<file path="config.mk">
export PLATFORM = sky130hd
export DESIGN_NAME = plps_core
export DESIGN_NICKNAME = d
export VERILOG_FILES = /design/src/plps_pkg.sv /design/src/plps_keeper.sv /design/src/plps_macrocell.sv /design/src/plps_core.sv
export SDC_FILE = /design/constraint.sdc
export NUM_CORES = 1
export LEC_CHECK = 0
export BUFFER_PORTS_ARGS = -buffer_cell sky130_fd_sc_hd__buf_2
export CAP_MARGIN = 30
export CORE_ASPECT_RATIO = 0.7
export CORE_UTILIZATION = 57
export DETAILED_ROUTE_END_ITERATION = 7
export PLACE_DENSITY_LB_ADDON = 0.25
export SLEW_MARGIN = 30
export SYNTH_ARGS = -nofsm -noshare
export SYNTH_HDL_FRONTEND = slang
export SYNTH_SLANG_ARGS = --single-unit
</file>
<file path="constraint.sdc">
create_clock -name clk_sys -period 2.7 [get_ports clk_sys]
set_input_delay 0.27 -clock clk_sys [delete_from_list [all_inputs] [get_ports clk_sys]]
set_output_delay 0.27 -clock clk_sys [all_outputs]
set_load 0.01 [all_outputs]
</file>
<file path="src/plps_pkg.sv">
package plps_pkg;
    localparam int NUM_IN = 12;
    localparam int NUM_MC = 10;
    localparam int SIG_BITS = 64;
    localparam int SIG_BYTES = 8;
    localparam int MAP_BITS_BASIC = 5828;
    localparam int MAP_BITS_SIG = 5892;
    localparam int MAP_BITS_PD = 5893;

    // Register byte addresses
    localparam logic [7:0] REG_CTRL = 8'h00;
    localparam logic [7:0] REG_STATUS = 8'h04;
    localparam logic [7:0] REG_SIG_LO = 8'h08;
    localparam logic [7:0] REG_SIG_HI = 8'h0c;
    localparam logic [7:0] REG_PRELOAD = 8'h10;
    localparam logic [7:0] REG_MODE = 8'h14;
    localparam logic [7:0] REG_TERM = 8'h18;

    // Control register fields
    localparam int CTRL_PD_EN_BIT = 0;
    localparam int CTRL_LOCK_BIT = 1;
    localparam logic [31:0] CTRL_RESET = 32'h0000_0000;

    // Status register fields
    localparam int STAT_SLEEP_BIT = 0;
    localparam int STAT_LOCK_BIT = 1;
    localparam int STAT_REFUSED_BIT = 2;

    // Preload register fields: value in 9:0, strobe at bit 16
    localparam int PRELOAD_GO_BIT = 16;

    localparam logic [1:0] RESP_OKAY = 2'b00;
    localparam logic [1:0] RESP_SLVERR = 2'b10;

    // Macrocell output modes: bit0 registered, bit1 active low
    typedef enum logic [1:0] {
        PLPS_COMB_HIGH = 2'b00,
        PLPS_REG_HIGH = 2'b01,
        PLPS_COMB_LOW = 2'b10,
        PLPS_REG_LOW = 2'b11
    } plps_mode_t;

    typedef struct packed {
        logic [7:0] addr;
        logic [31:0] data;
        logic [3:0] strb;
    } plps_wreq_t;

    typedef struct packed {
        logic [NUM_MC-1:0] oe;
        logic [NUM_MC-1:0] val;
    } plps_pins_t;
endpackage

</file>
<file path="src/plps_keeper.sv">
`timescale 1ns/1ps
`default_nettype none
// Weak hold of each pin: a driven pin updates the held level, an idle one keeps it
module plps_keeper
    import plps_pkg::*;
#(
    parameter int WIDTH = 1
) (
    input wire logic clk_sys,
    input wire logic resetn,
    input wire logic hold,
    input wire logic [WIDTH-1:0] pin_in,
    input wire logic [WIDTH-1:0] pin_driven,
    output logic [WIDTH-1:0] level_r
);
    genvar i;
    generate
        for (i = 0; i < WIDTH; i = i + 1) begin : g_keep
            always_ff @(posedge clk_sys) begin
                if (!resetn) begin
                    level_r[i] <= 1'b0;
                end else if (!hold && pin_driven[i]) begin
                    level_r[i] <= pin_in[i];
                end
            end
        end
    endgenerate
endmodule
`default_nettype wire

</file>
<file path="src/plps_macrocell.sv">
`timescale 1ns/1ps
`default_nettype none
// One output macrocell: product-term sum, register, polarity and path select
module plps_macrocell
    import plps_pkg::*;
(
    input wire logic clk_sys,
    input wire logic resetn,
    input wire logic hold,
    input wire logic sum_in,
    input wire plps_pkg::plps_mode_t mode,
    input wire logic preload_go,
    input wire logic preload_val,
    output logic feedback_r,
    output logic pin_r
);
    logic pin_nxt;

    always_ff @(posedge clk_sys) begin
        if (!resetn) begin
            feedback_r <= 1'b0;
        end else if (preload_go) begin
            feedback_r <= preload_val;
        end else if (!hold) begin
            feedback_r <= sum_in;
        end
    end

    always_comb begin
        pin_nxt = mode[0] ? feedback_r : sum_in;
        if (mode[1]) begin
            pin_nxt = ~pin_nxt;
        end
    end

    // Combinational path is also registered so the pin comes from a flop
    always_ff @(posedge clk_sys) begin
        if (!resetn) begin
            pin_r <= 1'b0;
        end else if (!hold) begin
            pin_r <= pin_nxt;
        end
    end
endmodule
`default_nettype wire

</file>
<file path="src/plps_core.sv">
// The register addresses and the AXI4-Lite register port were chosen for this implementation.
`timescale 1ns/1ps
`default_nettype none
// Overview of operation
// - 64-bit user signature stays readable and writable whether or not locked.
// - With the lock set, fuse readback and register preload are refused.
// - Undriven input and I/O pins keep their last driven level.
// - Power-down enabled and power-down pin high enters standby.
// - In standby all outputs are held, and macrocell registers too except that an unlocked preload still loads them.
// - An output undetermined at standby entry stays so throughout.
// - In standby all inputs except the power-down pin are ignored.
// - Pin hold latches stay active during standby.
// - With power-down enabled the shared pin does not feed the array.
// - Without power-down the shared pin is an ordinary array input.
// - Power-down enable is a separate configuration bit; map sizes 5828/5892/5893.
// - Twelve dedicated inputs and ten I/O macrocells feed the array.
// - Each macrocell: active high or low, registered or combinational.
// - Signature organised as eight user-writable bytes.
// - Unless locked, each macrocell register can be preloaded high or low.
// - At reset all macrocell registers clear low.
module plps_core
    import plps_pkg::*;
(
    input wire logic clk_sys,
    input wire logic resetn,
    input wire logic [NUM_IN-1:0] in_pin,
    input wire logic [NUM_IN-1:0] in_driven,
    input wire logic shared_input_sleep_pin,
    input wire logic [NUM_MC-1:0] io_in,
    input wire logic [NUM_MC-1:0] io_driven,
    output plps_pkg::plps_pins_t io_out_r,
    output logic sleeping_r,
    input wire logic [7:0] s_axi_awaddr,
    input wire logic s_axi_awvalid,
    output logic s_axi_awready,
    input wire logic [31:0] s_axi_wdata,
    input wire logic [3:0] s_axi_wstrb,
    input wire logic s_axi_wvalid,
    output logic s_axi_wready,
    output logic [1:0] s_axi_bresp,
    output logic s_axi_bvalid,
    input wire logic s_axi_bready,
    input wire logic [7:0] s_axi_araddr,
    input wire logic s_axi_arvalid,
    output logic s_axi_arready,
    output logic [31:0] s_axi_rdata,
    output logic [1:0] s_axi_rresp,
    output logic s_axi_rvalid,
    input wire logic s_axi_rready
);
    typedef enum logic [2:0] {
        PLPS_W_IDLE = 3'b001,
        PLPS_W_RESP = 3'b010,
        PLPS_W_GOT = 3'b100
    } plps_wstate_t;

    logic pd_en_r;
    logic lock_r;
    logic refused_r;
    logic [SIG_BITS-1:0] sig_r;
    logic [2*NUM_MC-1:0] mode_r;
    logic [NUM_MC-1:0] term_r;
    logic preload_go_r;
    logic [NUM_MC-1:0] preload_val_r;
    logic [NUM_IN-1:0] in_level;
    logic [NUM_MC-1:0] io_level;
    logic [NUM_MC-1:0] feedback;
    logic [NUM_MC-1:0] pin_val;
    logic [NUM_MC-1:0] sum;
    logic sleep_now;
    logic [NUM_IN-1:0] in_gated;

    plps_wstate_t wstate_r;
    logic aw_have_r;
    logic w_have_r;
    plps_wreq_t wreq_r;
    logic wr_fire;
    logic wr_err;

    // Only the shared pin is looked at in standby; all other pins are held
    assign sleep_now = pd_en_r && shared_input_sleep_pin;

    always_ff @(posedge clk_sys) begin
        if (!resetn) begin
            sleeping_r <= 1'b0;
        end else begin
            sleeping_r <= sleep_now;
        end
    end

    // Input 3 is the shared pin; keepers freeze every input in standby
    plps_keeper #(.WIDTH(NUM_IN)) u_in_keep (
        .clk_sys(clk_sys),
        .resetn(resetn),
        .hold(sleep_now),
        .pin_in(in_pin),
        .pin_driven(in_driven),
        .level_r(in_level)
    );

    plps_keeper #(.WIDTH(NUM_MC)) u_io_keep (
        .clk_sys(clk_sys),
        .resetn(resetn),
        .hold(sleep_now),
        .pin_in(io_in),
        .pin_driven(io_driven),
        .level_r(io_level)
    );

    // Input 3 reads low with power-down on; its macrocell and feedback keep working
    always_comb begin
        in_gated = in_level;
        in_gated[3] = pd_en_r ? 1'b0 : in_level[3];
    end

    // Stand-in for the product-term array: XOR of a selected input term
    // with macrocell feedback and pin level, enough to exercise each path
    genvar m;
    generate
        for (m = 0; m < NUM_MC; m = m + 1) begin : g_mc
            assign sum[m] = (term_r[m] ? in_gated[m] : in_gated[m + 2]) ^ feedback[(m + 1) % NUM_MC]
                ^ io_level[m];
            plps_macrocell u_mc (
                .clk_sys(clk_sys),
                .resetn(resetn),
                .hold(sleep_now),
                .sum_in(sum[m]),
                .mode(plps_mode_t'(mode_r[2*m +: 2])),
                .preload_go(preload_go_r),
                .preload_val(preload_val_r[m]),
                .feedback_r(feedback[m]),
                .pin_r(pin_val[m])
            );
        end
    endgenerate

    always_ff @(posedge clk_sys) begin
        if (!resetn) begin
            io_out_r <= '0;
        end else if (!sleep_now) begin
            io_out_r.val <= pin_val;
            io_out_r.oe <= {NUM_MC{1'b1}};
        end
    end

    // Write channel: address and data taken in either order
    assign wr_fire = aw_have_r && w_have_r && (wstate_r == PLPS_W_IDLE);

    always_ff @(posedge clk_sys) begin
        if (!resetn) begin
            aw_have_r <= 1'b0;
            w_have_r <= 1'b0;
            wreq_r <= '0;
            s_axi_awready <= 1'b0;
            s_axi_wready <= 1'b0;
        end else begin
            s_axi_awready <= !aw_have_r && !(s_axi_awvalid && s_axi_awready) && (wstate_r == PLPS_W_IDLE);
            s_axi_wready <= !w_have_r && !(s_axi_wvalid && s_axi_wready) && (wstate_r == PLPS_W_IDLE);
            if (s_axi_awvalid && s_axi_awready) begin
                aw_have_r <= 1'b1;
                wreq_r.addr <= s_axi_awaddr;
            end
            if (s_axi_wvalid && s_axi_wready) begin
                w_have_r <= 1'b1;
                wreq_r.data <= s_axi_wdata;
                wreq_r.strb <= s_axi_wstrb;
            end
            if (wr_fire) begin
                aw_have_r <= 1'b0;
                w_have_r <= 1'b0;
            end
        end
    end

    always_comb begin
        wr_err = 1'b0;
        if (wreq_r.addr == REG_CTRL) begin
            wr_err = 1'b0;
        end else if (wreq_r.addr == REG_SIG_LO || wreq_r.addr == REG_SIG_HI) begin
            wr_err = 1'b0;
        end else if (wreq_r.addr == REG_PRELOAD) begin
            wr_err = lock_r;
        end else if (wreq_r.addr == REG_MODE || wreq_r.addr == REG_TERM) begin
            wr_err = 1'b0;
        end else begin
            wr_err = 1'b1;
        end
    end

    always_ff @(posedge clk_sys) begin
        if (!resetn) begin
            wstate_r <= PLPS_W_IDLE;
            s_axi_bvalid <= 1'b0;
            s_axi_bresp <= RESP_OKAY;
        end else begin
            case (wstate_r)
                PLPS_W_IDLE: begin
                    if (wr_fire) begin
                        wstate_r <= PLPS_W_RESP;
                        s_axi_bvalid <= 1'b1;
                        s_axi_bresp <= wr_err ? RESP_SLVERR : RESP_OKAY;
                    end
                end
                PLPS_W_RESP: begin
                    if (s_axi_bready) begin
                        wstate_r <= PLPS_W_GOT;
                        s_axi_bvalid <= 1'b0;
                    end
                end
                default: begin
                    wstate_r <= PLPS_W_IDLE;
                end
            endcase
        end
    end

    // Register effects of an accepted write
    always_ff @(posedge clk_sys) begin
        if (!resetn) begin
            pd_en_r <= CTRL_RESET[CTRL_PD_EN_BIT];
            lock_r <= CTRL_RESET[CTRL_LOCK_BIT];
            mode_r <= '0;
            term_r <= '0;
        end else if (wr_fire && wreq_r.strb[0]) begin
            if (wreq_r.addr == REG_CTRL) begin
                pd_en_r <= wreq_r.data[CTRL_PD_EN_BIT];
                // Lock is one-way until reset and acts on the next access
                lock_r <= lock_r | wreq_r.data[CTRL_LOCK_BIT];
            end else if (wreq_r.addr == REG_TERM) begin
                term_r <= wreq_r.data[NUM_MC-1:0];
            end
        end
        if (resetn && wr_fire && wreq_r.addr == REG_MODE) begin
            if (wreq_r.strb[0]) begin
                mode_r[7:0] <= wreq_r.data[7:0];
            end
            if (wreq_r.strb[1]) begin
                mode_r[15:8] <= wreq_r.data[15:8];
            end
            if (wreq_r.strb[2]) begin
                mode_r[19:16] <= wreq_r.data[19:16];
            end
        end
    end

    // Signature bytes are byte-writable, independent of the lock
    genvar b;
    generate
        for (b = 0; b < SIG_BYTES; b = b + 1) begin : g_sig
            always_ff @(posedge clk_sys) begin
                if (!resetn) begin
                    sig_r[8*b +: 8] <= 8'h00;
                end else if (wr_fire && wreq_r.strb[b % 4]
                             && wreq_r.addr == ((b < 4) ? REG_SIG_LO : REG_SIG_HI)) begin
                    sig_r[8*b +: 8] <= wreq_r.data[8*(b % 4) +: 8];
                end
            end
        end
    endgenerate

    always_ff @(posedge clk_sys) begin
        if (!resetn) begin
            preload_go_r <= 1'b0;
            preload_val_r <= '0;
        end else begin
            preload_go_r <= 1'b0;
            if (wr_fire && wreq_r.addr == REG_PRELOAD && !lock_r && wreq_r.data[PRELOAD_GO_BIT]) begin
                preload_go_r <= 1'b1;
                preload_val_r <= wreq_r.data[NUM_MC-1:0];
            end
        end
    end

    // Sticky flag for refused preload or mode/term readback (a refused preload readback does not set it); reading status clears it, set wins
    logic refuse_evt;
    logic rd_fire;
    assign rd_fire = s_axi_arvalid && s_axi_arready;
    assign refuse_evt = (wr_fire && wreq_r.addr == REG_PRELOAD && lock_r)
        || (rd_fire && lock_r && (s_axi_araddr == REG_MODE || s_axi_araddr == REG_TERM));

    always_ff @(posedge clk_sys) begin
        if (!resetn) begin
            refused_r <= 1'b0;
        end else if (refuse_evt) begin
            refused_r <= 1'b1;
        end else if (rd_fire && s_axi_araddr == REG_STATUS) begin
            refused_r <= 1'b0;
        end
    end

    // Read channel: one read in flight, answer one cycle after the address is taken
    always_ff @(posedge clk_sys) begin
        if (!resetn) begin
            s_axi_arready <= 1'b0;
            s_axi_rvalid <= 1'b0;
            s_axi_rdata <= '0;
            s_axi_rresp <= RESP_OKAY;
        end else begin
            s_axi_arready <= !s_axi_rvalid && !rd_fire;
            if (s_axi_rvalid && s_axi_rready) begin
                s_axi_rvalid <= 1'b0;
            end
            if (rd_fire) begin
                s_axi_rvalid <= 1'b1;
                s_axi_rresp <= RESP_OKAY;
                s_axi_rdata <= '0;
                if (s_axi_araddr == REG_CTRL) begin
                    s_axi_rdata[CTRL_PD_EN_BIT] <= pd_en_r;
                    s_axi_rdata[CTRL_LOCK_BIT] <= lock_r;
                end else if (s_axi_araddr == REG_STATUS) begin
                    s_axi_rdata[STAT_SLEEP_BIT] <= sleeping_r;
                    s_axi_rdata[STAT_LOCK_BIT] <= lock_r;
                    s_axi_rdata[STAT_REFUSED_BIT] <= refused_r;
                end else if (s_axi_araddr == REG_SIG_LO) begin
                    s_axi_rdata <= sig_r[31:0];
                end else if (s_axi_araddr == REG_SIG_HI) begin
                    s_axi_rdata <= sig_r[63:32];
                end else if (s_axi_araddr == REG_MODE || s_axi_araddr == REG_TERM) begin
                    if (lock_r) begin
                        s_axi_rresp <= RESP_SLVERR;
                    end else if (s_axi_araddr == REG_MODE) begin
                        s_axi_rdata[2*NUM_MC-1:0] <= mode_r;
                    end else begin
                        s_axi_rdata[NUM_MC-1:0] <= term_r;
                    end
                end else if (s_axi_araddr == REG_PRELOAD) begin
                    s_axi_rdata[NUM_MC-1:0] <= feedback;
                    if (lock_r) begin
                        s_axi_rdata <= '0;
                        s_axi_rresp <= RESP_SLVERR;
                    end
                end else begin
                    s_axi_rresp <= RESP_SLVERR;
                end
            end
        end
    end
endmodule
`default_nettype wire

</file>
After elaboration in Yosys (flattened, before gate mapping) --
Cells that the tools add are included. Widths: inputs -> output; s select.
Cells by class: mux-type cells 91, reductions and logical operators 78, eq/ne operators 16, bitwise gates (word level) 33
Operators by type and width (count):
- $mux 20 | 4
- $mux 32 | 2
- $mux 1 | 62
- $logic_and 1x1->1 | 55
- $eq 8x5->1 const B | 6
- $mux 10 | 4
- $eq 8x4->1 const B | 4
- $mux 30 | 1
- $mux 29 | 1
- $xor 1x1->1 | 20
- $mux 2 | 9
- $logic_not 8->1 | 2
- $mux 8 | 2
- $not 1->1 | 12
- $mux 3 | 3
- $eq 8x3->1 const B | 1
- $logic_not 1->1 | 8
- $ne 2x2->1 const B | 3
- $pmux 3 s2 | 1
- $reduce_and 2->1 | 3
- $reduce_and 3->1 | 2
- $reduce_bool 2->1 | 3
- $logic_or 1x1->1 | 4
- $mux 4 | 1
- 5 further kinds | 5
Storage, ports and cells: logic and storage cells 292, output and inout bits 62, input port bits 104, register bits 252

Depth between registers and ports, before layout --
depth in word-level cells 8, gate-level depth with buffers 6, depth with buffers taken out 4

Modules after synthesis --
Synthesis repeated with hierarchy kept, for this count alone.
Unflattened totals: cells, all modules 1234, area, all modules 11224.5 µm²
Modules (own cells, without submodules):
- plps_core | times used 1, cells an instance 1019, area each 9157.5 µm², sequential area each 4164.0 µm²
- plps_macrocell | times used 10, cells an instance 10, area each 103.8 µm², sequential area each 40.0 µm²
- plps_keeper at u_in_keep | times used 1, cells an instance 63, area each 580.6 µm², sequential area each 240.2 µm²
- plps_keeper at u_io_keep | times used 1, cells an instance 52, area each 447.9 µm², sequential area each 200.2 µm²

Worst setup path after synthesis --
OpenSTA, ideal clock, no wires.
path type register -> register, from reg wreq_r[36] (netlist name), to reg sig_r[9], library setup time 0.120 ns, setup slack 0.700 ns, path buffers 2, data required time 2.580 ns, clock period less this slack 2.000 ns, stages on the path, launching flop included 7, arrival 1.880 ns, cells stage by stage dfxtp_1 or4_4 nor4b_4 buf_6 nand4b_1 buf_4 mux2i_1
On the way: longest elaborated chain between the ends 2
Ends and longest elaborated chain:
- start, declared | RTL line plps_core.sv:76 | plps_wreq_t wreq_r;
- $eq 8x4->1 | RTL line plps_core.sv:254 | && wreq_r.addr == ((b < 4) ? REG_SIG_LO : REG_SIG_HI)) begin
- $logic_and 1x1->1 | RTL line plps_core.sv:254
- end signal, assigned by index | RTL line plps_core.sv:255 | sig_r[8*b +: 8] <= wreq_r.data[8*(b % 4) +: 8];
- end, declared | RTL line plps_core.sv:60 | logic [SIG_BITS-1:0] sig_r;
No other way between the ends. A chain may end at the register's enable or synchronous reset.

Worst setup path after layout --
from reg wreq_r[36] (netlist name), to reg sig_r[54]
The elaborated chain is that of the path after synthesis.

==> run_results.csv <==
group,metric,value,unit
setup_path,r2r_setup_slack,0.54,ns
synthesis,synth_area_leaders,"dfxtp_1, mux2i_1, nand2_1",
route,final_antenna_net_count,0,
min_path,hold_start,"io_in[0]",
sta,fmax,464,MHz
pwr,peakVddDrop,0.541,mV
synthesis,yosysSeqAreaShare,46.3,%
layout,syn2layout_area_growth,19.6,%
global_route,grt_max_degree,83,
sta,post-route-period-util,79.9,%
clocking,cts_root_buf,"clkbuf_16",
sta,tns,0,ns
route,vias,9441,
route,firstDrtPassIters,8,
setup_path,reg2regPathDepth,5,
synthesis,synth_fa_ha_area_share,0,%
setup_path,worstPathRequired,3.13,ns
floorplanning,core,18300,um^2
layout,layout.nets,1526,
min_path,hold_end,"u_io_keep.level_r[0]",
layout,fill_cells,1420,
setup_path,path_max_fanout,16,
clocking,cts_buffers,24,
synthesis,synth_edf_count,0,
run_status,outcome,"finished with violations",
floorplanning,die_y,117,um
floorplanning,pin_count,166,
min_path,whs_path_depth,3,
setup_path,regToRegEndpoint,"sig_r[54]",
synthesis,synthArstFlopShare,0,%
setup_path,cp-start-kind,"flop",
floorplanning,start_util,59.0,%
synthesis,synth_compound_area_share,12.4,%
route,drc,11,
global_route,grt_pass1_wl,45.1,mm
synthesis,synth.avg_cell_area,8.62,um^2
setup_path,crit_chain,"or4_4 > nor4b_4 > buf_4 > nand4_2 > mux2i_1",
clocking,clk_pin_slew,0.07,ns
min_path,min_path_type,"in -> reg",
synthesis,yosys.area.top_type,"dfxtp_1",
route,via_per_inst,5.65,
floorplanning,die_area,19500,um^2
layout,drive_gt1_share,17.6,%
job,max_cap_viol_count,0,
sta,slew_headroom,37.1,%
pwr,p_leak,5.83,nW
global_route,overflow,0,
synthesis,synth.mux.area_fraction,14.3,%
clocking,h-tree-depth,1,
sta,hold_viol,0,
synthesis,syn_area,10800,um^2
place,routabilityCongestion,0.898,
synthesis,ys.flop_type,"dfxtp_1",
place,dp_hpwl,19.7,mm
sta,finalMaxSlewViolations,0,
layout,ff_latch_area,5000,um^2
setup_path,crit_type,"reg -> reg",
route,drtIter0Drc,871,
setup_path,slowest_delay,0.54,ns
global_route,antenna_found_initial,1,
route,wl,29.2,mm
global_route,grtUsageTotal,29.1,%
layout,antenna-diode-count,0,
clocking,cts.sinks,250,
pwr,power.density,620,nW/um^2
sta,worst_pin_slew,0.943,ns
run_status,violations,"design-rule violations",
synthesis,synth_top_family_by_area,"simple AND/OR/NAND/NOR gates",
synthesis,syn_inst,1255,
synthesis,yosys.area.top_type_share,46.3,%
setup_path,end_kind,"flop",
synthesis,yosys.area_share.simple,20.6,%
pwr,p_total,8.02,mW
synthesis,synth_seq_cells,250,
setup_path,cp_slowest_cell,"or4_4",
clocking,clockBufferDepth,3,
synthesis,yosysWarnings,0,
global_route,first_global_vias,8595,
place,portBuffers,163,
sta,rsz0062_at_grt,"false",
layout,multi_input_area,5320,um^2
clocking,clk_latency,0.52,ns
layout,final_common_cell,"nand2_1",
route,wl_per_cell,17.5,um
floorplanning,placementRows,41,
synthesis,synth_xor_area_share,1.78,%
sta,finalClockSkew,0.00940,ns
clocking,cts-resized-gates,0,
sta,post-route-min-period,2.16,ns
synthesis,yosysUniqueCellTypes,54,
clocking,cts_tree,"built",
setup_path,worst_ep_arrival_time,2.59,ns
layout,final_cell_mix,"nand2_1, dfxtp_1, buf_2",
setup_path,reg2reg_from,"wreq_r[36]",
floorplanning,die_x,167,um
sta,setup_viol,0,
==> cells by family (layout without fill, tap and decap cells) <==
logic type / Yosys count / count (layout)
simple gates: 490 / 490
flops: 250 / 250
compound gates: 221 / 221
mux: 153 / 153
buf+inv: 118 / 298
xor+xnor: 22 / 22
other cells: 1 / 2
==> routing by layer <==
layer | GRT usage [%] | vias to the layer above | share of wire (%)
met4 | 7.35 | 2 | 1.8
li1 | - | 4606 | -
met1 | 39.1 | 4481 | 45
met3 | 5.62 | 43 | 6.7
met2 | 48.7 | 309 | 46
met5 | 0 | - | 0.034
==> per-stage QoR <==
stage	utilization, %	instances	cell area [um^2]	hold WS (ns)	setup WS [ns]
final	70.6	1672	12900	0.00698	0.543
after global routing	70.6	1672	12900	0.00787	0.387
after CTS	70.5	1671	12900	0.000292	0.532
after detailed placement	64.0	1591	11700	0.441	0.549
after global placement	64.0	1591	11700	0.435	0.622
after floorplan	-	1256	10800	0.406	0.700
==> worst max path at each step <==
| stage | cells past startpoint | start | end | slack, ns |
|---|---|---|---|---|
| after CTS | 5 | wreq_r[36] | sig_r[51] | 0.53 |
| after global placement | 5 | wreq_r[36] | sig_r[44] | 0.62 |
| after detailed placement | 5 | wreq_r[36] | sig_r[51] | 0.55 |
| after global routing | 5 | wreq_r[36] | sig_r[51] | 0.39 |
| after floorplan | 6 | wreq_r[36] | sig_r[9] | 0.70 |
| final | 5 | wreq_r[36] | sig_r[54] | 0.54 |
==> report_power, final <==
| group | internal (mW) | switching [mW] | total [mW] |
|---|---|---|---|
| Combinational | 0.306 | 0.385 | 0.691 |
| Sequential | 3.80 | 0.109 | 3.91 |
| Clock | 2.01 | 1.40 | 3.41 |
==> flip-flops by register name, indices dropped and copies added (netlist names), 11 cells and up <==
| signal | cells |
|---|---|
| sig_r | 64 |
| mode_r | 20 |
| u_in_keep.level_r | 12 |
| s_axi_rdata | 32 |
| wreq_r | 44 |
| io_out_r | 11 |
==> cell type report <==
cell class              instances  share of cell area, %
inverters                      31                  0.900
clock buffers                  36                   5.55
repair buffers                227                   10.8
well taps                     236                   2.28
flip-flops and latches        250                   38.7
multi-input cells             888                   41.2
clock inverters                 4                  0.561
==> what timing repair did <==
item,4_1_cts,5_1_grt
setup endpoints to repair,0,0
hold buffers,40,1
buffers inserted,0,0
hold endpoints to repair,40,1
==> critical path: cells and delay by family, from the launching register on <==
family	cells	cell delay [ns]
simple gates	3	1.17
flops	1	0.31
buf+inv	1	0.30
mux	1	0.28
==> synth_stat cells (all sizes together), types with 3 or more instances <==
| cell type | n |
|---|---|
| a211oi | 7 |
| a21oi | 111 |
| a22o | 17 |
| a311oi | 3 |
| a31o | 9 |
| and2 | 6 |
| and3 | 10 |
| buf | 28 |
| clkbuf | 59 |
| dfxtp | 250 |
| inv | 30 |
| mux2 | 8 |
| mux2i | 145 |
| nand2 | 321 |
| nand2b | 7 |
| nand3 | 41 |
| nand3b | 10 |
| nand4 | 9 |
| nand4b | 5 |
| nor2 | 42 |
| nor2b | 17 |
| nor3 | 6 |
| nor3b | 3 |
| nor4 | 4 |
| o21ai | 40 |
| o221ai | 8 |
| o22ai | 5 |
| o2bb2ai | 10 |
| xnor2 | 20 |
No activity file was read; power rests on OpenSTA's default activity.
